File: config.mk
export PLATFORM = sky130hd
export DESIGN_NAME = acted_detector
export DESIGN_NICKNAME = d
export VERILOG_FILES = /design/src/core/acted_pkg.sv /design/src/core/acted_hpf.sv /design/src/core/acted_detector.sv
export VERILOG_INCLUDE_DIRS = /design/src /design/src/core
export SDC_FILE = /design/constraint.sdc
export NUM_CORES = 1
export LEC_CHECK = 0
export BUFFER_PORTS_ARGS = -buffer_cell sky130_fd_sc_hd__buf_2
export CORE_AREA = 10 10 186 188
export DETAILED_ROUTE_END_ITERATION = 10
export DIE_AREA = 0 0 196 198
export PLACE_DENSITY = 0.71
export SYNTH_ARGS = -nofsm -noshare
export SYNTH_HDL_FRONTEND = slang
export SYNTH_SLANG_ARGS = --single-unit
File: constraint.sdc
create_clock -name core_clk_in -period 19.7 [get_ports core_clk_in]
set_input_delay 0.985 -clock core_clk_in [delete_from_list [all_inputs] [get_ports core_clk_in]]
set_output_delay 0.985 -clock core_clk_in [all_outputs]
set_load 0.05 [all_outputs]
File: src/core/acted_defs.svh
`ifndef ACTED_DEFS_SVH
`define ACTED_DEFS_SVH

// ************************************************************
// register offsets
// ************************************************************
`define ACTED_CFG_ADDR 8'h1d
`define ACTED_SRC_ADDR 8'h1e
`define ACTED_THS_ADDR 8'h1f
`define ACTED_CNT_ADDR 8'h20

// ************************************************************
// field positions and reset values
// ************************************************************
`define ACTED_CFG_HPF_BYP 0
`define ACTED_CFG_XEN 1
`define ACTED_CFG_YEN 2
`define ACTED_CFG_ZEN 3
`define ACTED_CFG_LATCH 4
`define ACTED_CFG_MASK 8'h1f
`define ACTED_CFG_RESET 8'h00
`define ACTED_THS_MODE 7
`define ACTED_THS_RESET 8'h00
`define ACTED_CNT_RESET 8'h00

// ************************************************************
// threshold scale: 63 mg per count, samples in counts of this many ug
// ************************************************************
`define ACTED_THS_MG_PER_LSB 63
`define ACTED_SAMPLE_UG_PER_LSB 977
`define ACTED_HPF_SHIFT 4

`endif

File: src/core/acted_pkg.sv
package acted_pkg;

  typedef struct packed {
    logic signed [13:0] x;
    logic signed [13:0] y;
    logic signed [13:0] z;
  } acted_sample_type;

  typedef struct packed {
    logic [6:0] threshold;
    logic clear_mode;
    logic [7:0] debounce;
    logic [2:0] axis_en;
    logic bypass;
  } acted_ctrl_type;

  typedef enum logic [1:0] {
    ACTED_IDLE,
    ACTED_ARMED,
    ACTED_FIRED
  } acted_state_type;

endpackage

File: src/core/acted_hpf.sv
`include "acted_defs.svh"

module acted_hpf (
  input wire logic core_clk_in,
  input wire logic rst_in,
  input wire logic tick_in,
  input wire acted_pkg::acted_sample_type sample_in,
  input wire logic bypass_in,
  output acted_pkg::acted_sample_type data_out
);

  // ************************************************************
  // first-order high-pass: subtract a leaky running mean
  // ************************************************************
  logic signed [13:0] mean_q [3];
  logic signed [13:0] mean_d [3];
  logic signed [13:0] raw [3];
  logic signed [13:0] delta [3];

  function automatic logic signed [13:0] hp_step(input logic signed [13:0] m,
                                                 input logic signed [13:0] s);
    logic signed [14:0] diff;
    diff = 15'(s) - 15'(m);
    hp_step = m + 14'(diff >>> `ACTED_HPF_SHIFT);
  endfunction

  always_comb
  begin
    raw[0] = sample_in.x;
    raw[1] = sample_in.y;
    raw[2] = sample_in.z;
    for (int i = 0; i < 3; i++)
    begin
      mean_d[i] = tick_in ? hp_step(mean_q[i], raw[i]) : mean_q[i];
      delta[i] = 14'(raw[i] - mean_q[i]);
    end
    // bypass feeds raw samples, else dc-free deltas
    data_out.x = bypass_in ? raw[0] : delta[0];
    data_out.y = bypass_in ? raw[1] : delta[1];
    data_out.z = bypass_in ? raw[2] : delta[2];
  end

  always_ff @(posedge core_clk_in or posedge rst_in)
  begin
    if (rst_in)
    begin
      for (int i = 0; i < 3; i++)
        mean_q[i] <= 14'h0000;
    end
    else
    begin
      for (int i = 0; i < 3; i++)
        mean_q[i] <= mean_d[i];
    end
  end

endmodule

File: src/core/acted_detector.sv
// Contract
// - bypass bit 0 filters samples through the high-pass; 1 passes them raw.
// - filtered mode compares dc-free deltas; bypass compares raw values like motion.
// - event when any enabled axis exceeds threshold for the debounce count.
// - per-axis enable bits; 0 disables that axis, 1 lets it raise events.
// - latch off: interrupt flag follows the real-time detector status.
// - latch on: flag holds once set until host reads the source register.
// - config register resets to zero; top three bits reserved.
// - threshold is 7-bit unsigned at 63 mg per count, range independent.
// - failing period decrements debounce counter, or clears it when mode bit set.
// - 8-bit debounce count sets minimum periods above threshold before flagging.
// - source flags clear only on host read; unlatched events keep updating them.
`include "acted_defs.svh"

module acted_detector (
  input wire logic core_clk_in,
  input wire logic rst_in,
  input wire logic odr_tick_in,
  input wire acted_pkg::acted_sample_type sample_in,
  input wire logic reg_wr_in,
  input wire logic reg_rd_in,
  input wire logic [7:0] reg_addr_in,
  input wire logic [7:0] reg_wdata_in,
  output logic [7:0] reg_rdata_out,
  output logic event_out
);

  // ************************************************************
  // registers
  // ************************************************************
  logic [7:0] cfg_q, cfg_d;
  logic [7:0] ths_q, ths_d;
  logic [7:0] cnt_q, cnt_d;
  logic [6:0] src_q, src_d;
  logic [7:0] dbc_q, dbc_d;
  logic ev_q, ev_d;
  logic [7:0] rdata_q, rdata_d;
  acted_pkg::acted_state_type st_q, st_d;
  acted_pkg::acted_ctrl_type ctrl;
  acted_pkg::acted_sample_type fdata;
  logic [2:0] over;
  logic [2:0] neg;
  logic cond;
  logic src_rd;
  logic signed [13:0] axis [3];

  always_comb
  begin
    ctrl.threshold = ths_q[6:0];
    ctrl.clear_mode = ths_q[`ACTED_THS_MODE];
    ctrl.debounce = cnt_q;
    ctrl.axis_en = cfg_q[`ACTED_CFG_ZEN:`ACTED_CFG_XEN];
    ctrl.bypass = cfg_q[`ACTED_CFG_HPF_BYP];
  end

  acted_hpf u_hpf (
    .core_clk_in(core_clk_in),
    .rst_in(rst_in),
    .tick_in(odr_tick_in),
    .sample_in(sample_in),
    .bypass_in(ctrl.bypass),
    .data_out(fdata)
  );

  // ************************************************************
  // threshold compare
  // ************************************************************
  // threshold in sample counts: ths * 63 mg scaled to sample lsb
  function automatic logic [13:0] ths_counts(input logic [6:0] t);
    logic [31:0] p;
    p = 32'(t) * 32'(`ACTED_THS_MG_PER_LSB * 1000) / 32'(`ACTED_SAMPLE_UG_PER_LSB);
    ths_counts = (p > 32'h0000_1fff) ? 14'h1fff : p[13:0];
  endfunction

  function automatic logic [13:0] mag(input logic signed [13:0] v);
    mag = v[13] ? 14'(-v) : v;
  endfunction

  // raise the summary and the flags of the axes now over, keep the rest until read
  function automatic logic [6:0] src_merge(input logic [6:0] s, input logic [2:0] o,
                                           input logic [2:0] n);
    logic [6:0] r;
    r = s;
    r[6] = 1'b1;
    for (int i = 0; i < 3; i++)
    begin
      if (o[i])
      begin
        r[2 * i + 1] = 1'b1;
        r[2 * i] = n[i];
      end
    end
    src_merge = r;
  endfunction

  always_comb
  begin
    axis[0] = fdata.x;
    axis[1] = fdata.y;
    axis[2] = fdata.z;
    for (int i = 0; i < 3; i++)
    begin
      neg[i] = axis[i][13];
      over[i] = ctrl.axis_en[i] && (mag(axis[i]) > ths_counts(ctrl.threshold));
    end
    cond = |over;
  end

  // ************************************************************
  // debounce and event flag
  // ************************************************************
  assign src_rd = reg_rd_in && (reg_addr_in == `ACTED_SRC_ADDR);

  always_comb
  begin
    dbc_d = dbc_q;
    st_d = st_q;
    ev_d = ev_q;
    src_d = src_q;
    if (src_rd)
    begin
      src_d = 7'h00;
      if (cfg_q[`ACTED_CFG_LATCH])
        ev_d = 1'b0;
    end
    if (odr_tick_in)
    begin
      if (cond)
      begin
        if (dbc_q < ctrl.debounce)
          dbc_d = dbc_q + 8'h01;
      end
      else if (ctrl.clear_mode)
        dbc_d = 8'h00;
      else if (dbc_q != 8'h00)
        dbc_d = dbc_q - 8'h01;
      unique case (st_q)
        acted_pkg::ACTED_IDLE:
          if (cond)
            st_d = acted_pkg::ACTED_ARMED;
        acted_pkg::ACTED_ARMED, acted_pkg::ACTED_FIRED:
          if (!cond && dbc_d == 8'h00)
            st_d = acted_pkg::ACTED_IDLE;
      endcase
      if (cond && (dbc_q >= ctrl.debounce || dbc_q + 8'h01 >= ctrl.debounce))
      begin
        st_d = acted_pkg::ACTED_FIRED;
        // latched and set: keep the first flags; a read in this cycle loses to the set
        if (!(cfg_q[`ACTED_CFG_LATCH] && ev_q) || src_rd)
          src_d = src_merge(src_d, over, neg);
        ev_d = 1'b1;
      end
      else if (!cfg_q[`ACTED_CFG_LATCH])
        ev_d = 1'b0;
    end
  end

  always_ff @(posedge core_clk_in or posedge rst_in)
  begin
    if (rst_in)
    begin
      src_q <= 7'h00;
      dbc_q <= 8'h00;
      ev_q <= 1'b0;
      st_q <= acted_pkg::ACTED_IDLE;
    end
    else
    begin
      src_q <= src_d;
      dbc_q <= dbc_d;
      ev_q <= ev_d;
      st_q <= st_d;
    end
  end

  // ************************************************************
  // register port
  // ************************************************************
  always_comb
  begin
    cfg_d = cfg_q;
    ths_d = ths_q;
    cnt_d = cnt_q;
    if (reg_wr_in)
    begin
      unique case (reg_addr_in)
        `ACTED_CFG_ADDR: cfg_d = reg_wdata_in & `ACTED_CFG_MASK;
        `ACTED_THS_ADDR: ths_d = reg_wdata_in;
        `ACTED_CNT_ADDR: cnt_d = reg_wdata_in;
        default: cfg_d = cfg_q;
      endcase
    end
    unique case (reg_addr_in)
      `ACTED_CFG_ADDR: rdata_d = cfg_q;
      `ACTED_SRC_ADDR: rdata_d = {1'b0, src_q};
      `ACTED_THS_ADDR: rdata_d = ths_q;
      `ACTED_CNT_ADDR: rdata_d = cnt_q;
      default: rdata_d = 8'h00;
    endcase
  end

  always_ff @(posedge core_clk_in or posedge rst_in)
  begin
    if (rst_in)
    begin
      cfg_q <= `ACTED_CFG_RESET;
      ths_q <= `ACTED_THS_RESET;
      cnt_q <= `ACTED_CNT_RESET;
      rdata_q <= 8'h00;
    end
    else
    begin
      cfg_q <= cfg_d;
      ths_q <= ths_d;
      cnt_q <= cnt_d;
      rdata_q <= rdata_d;
    end
  end

  assign reg_rdata_out = rdata_q;
  assign event_out = ev_q;

endmodule

==> results.md <==
- Initial Util: 53.7%
- Unrepaired setup endpoints after global routing: yes
- Crit-path most repeated cell: a21oi_1
- Number of global-route vias before repair: 15,900
- Post-synth ARST share: 100%
- Fill cells: 2,761
- Mean number of vias per cell: 6.34
- Total congestion overflow: 0
- Gr usage total: 23.0%
- Post-synthesis simple-gate area fraction: 19.9%
- Commonest non-fill, non-tap cell in the layout: ha_1
- Fraction of layout cells with a size suffix above 1: 15.3%
- Clock sink total: 87
- Number of synthesized register bits: 87
- Buffer depth of the longest clock path: 2
- WP data arrival: 19.18 ns
- Die area: 38,800 um^2
- Drt drc: 0
- First-pass GRT wire length: 76,700 um
- Row cnt: 65
- CTS root buf: clkbuf_16
- Leading area contributor after synthesis: ha_1
- Post-layout min period: 18.90 ns
- Max stage delay cell, worst path: or4b_4
- Critical Path Fanout Max: 11
- Post-synth top area share: 15.0%
- H-tree levels: 3
- Synth unique cells: 126
- Drt first pass iters: 7
- Routed WL: 47,400 um
- DRT iter0 DRCs: 1,220
- Fin nets: 2,497
- CTS tree: yes
- Largest net degree at the start of global routing: 82
- Antenna Nets Post-Route: 0
- Largest family of logic cells by synthesized area: compound AO/OA/AOI/OAI gates
- Vias: 16,600
- Outcome: completed
- Max Cap Violations: 0
- Final setup violation count: 0
- Final core utilization: 59.7%
- Adder-Cell Fraction of Synth Area: 18.0%
- Routed len/inst: 18.1 um
- Routability congestion estimate: 0.915
- Compound-cell area share of the yosys netlist: 28.6%
- Initial antenna violation count: 3
- CP max stage delay: 0.59 ns
- Syn Std Cell Area: 16,700 um^2
- Ranking of synthesized cells by area: ha_1, dfrtp_1, xnor2_1
- Sequential-to-total area share from yosys stat: 13.1%
- Die span in y: 198 um
- DP HPWL: 37,200 um
- Req. time, crit path: 19.98 ns
- Port Buffer Count: 71
- Core box area: 31,100 um^2
- DIE WIDTH: 196 um
- Worst setup EP type: flip-flop
- Crit start category: flip-flop
- Final Slew Violations: 0
- Class of the worst hold path: flip-flop to flip-flop
- Ys Warns: 0
- Max-slew headroom: 36.3%
- I/O pin count: 72
- Syn Area/Cell: 7.87 um^2
- Fin crit share: 95.9%
- Worst skew pair latency: 0.36 ns
- Critical path class: flip-flop to flip-flop
- Clock Skew: 0.00781 ns
- Fmax: 52.9 MHz
- Synth Flop Type: dfrtp_1
- Post-synth EDFFs: 0
- Synth Instances: 2,119
- P&R area growth vs syn: 11.2%
- Clk slew on worst S/H paths: 0.07 ns
- CTS Buf Count: 9
- Most frequent cells in the layout: ha_1, nand2_1, a21oi_1
- Post-Synth XOR/XNOR Area: 9.34%
- Hold Fails Final Rpt: 0
- Post-synthesis mux area share: 6.22%
- Slew @ Worst Pin: 0.955 ns
-- synthesized netlist by cell type (26+ instances only) --
master    instances
nor2_1          141
and3_1           29
clkbuf_1         32
mux2_2           43
o21bai_1         55
nor3_1           60
xor2_1           38
nand3_1          50
nand4_1          33
mux2i_1          41
a21o_1           46
ha_1            200
a31oi_1          29
and2_1           26
nand2_1         169
inv_1           144
xnor2_1         138
dfrtp_1          87
o21ai_0         115
a21oi_1         167
o211ai_1         27
-- routing by layer --
metal	GRT usage (%)	part of all wire [%]	up-vias
met1	27.5	43	7948
li1	-	-	8077
met3	2.67	4.7	105
met2	41.6	50	497
met4	8.26	2.9	0
met5	0	0	-
-- path summary, 6_finish.rpt --
path                       depth (start not counted)  slack, ns          endpoint             start
setup / recovery                                  79       0.80          dbc_q[3]          ths_q[3]
hold / removal                                     1       0.47  u_hpf.mean_q[27]  u_hpf.mean_q[27]
setup reg to reg                                  79       0.80          dbc_q[3]          ths_q[3]
hold reg to reg                                    1       0.47  u_hpf.mean_q[27]  u_hpf.mean_q[27]
max in group asynchronous                          3      17.80          cfg_q[0]            rst_in
min in group asynchronous                          2       0.58  u_hpf.mean_q[11]            rst_in
-- state kept, by name, summed over array words and instances, names as in the netlist --
register and flops:
dbc_q 8, src_q 7, ths_q 8, u_hpf.mean_q 42, event_out 1, reg_rdata_out 8
cnt_q 8, cfg_q 5
-- stage by stage --
step | setup TNS (ns) | hold WS (ns) | instances | area (um^2) | setup slack [ns]
global placement | 0 | 0.462 | 2561 | 17500 | 0.114
finish | 0 | 0.473 | 2621 | 18600 | 0.804
global route | -1.58 | 0.500 | 2618 | 18500 | -0.317
floorplan | 0 | 0.445 | 2121 | 16700 | 1.72
CTS | 0 | 0.479 | 2582 | 17900 | 0.0549
detailed placement | -5.01 | 0.465 | 2561 | 17500 | -0.564
-- logic make-up (layout without fill, tap and decap cells) --
| kind of cell | count (synthesis) | in the layout |
|---|---|---|
| xor+xnor | 177 | 177 |
| flops | 87 | 87 |
| other cells | 1 | 6 |
| compound gates | 676 | 677 |
| mux | 93 | 93 |
| fa+ha+maj | 227 | 227 |
| buf+inv | 206 | 300 |
| simple gates | 652 | 652 |
-- worst max-delay path: cells and delay by family (launching register included) --
kind	cells	cell delay, ns
AND/OR/NAND/NOR	18	3.74
AO/OA/AOI/OAI	43	9.79
adder cells (fa/ha/maj)	8	3.04
flip-flops	1	0.47
multiplexers	3	0.96
buffers and inverters	7	0.81
-- cell type report --
cell class / count / area [um^2] / area share (%)
sequential: 87 / 2180 / 11.8
antenna: 3 / 7.51 / 0.0405
tap: 402 / 503 / 2.71
clock buffer: 11 / 253 / 1.36
clock inverter: 5 / 63.8 / 0.344
multi-input combinational: 1829 / 14100 / 76.1
timing repair buffer: 138 / 875 / 4.71
inverter: 146 / 549 / 2.96
-- what timing repair did --
action	in CTS	in global routing
pin swaps	2	31
resized for setup	4	89
buffers inserted	5	35
cloned	0	1
setup endpoints to repair	15	16
hold buffers	0	0
Power is left out: the tool's default activity adds up to more than one toggle a clock period on the data nets, which glitch-free logic cannot reach.
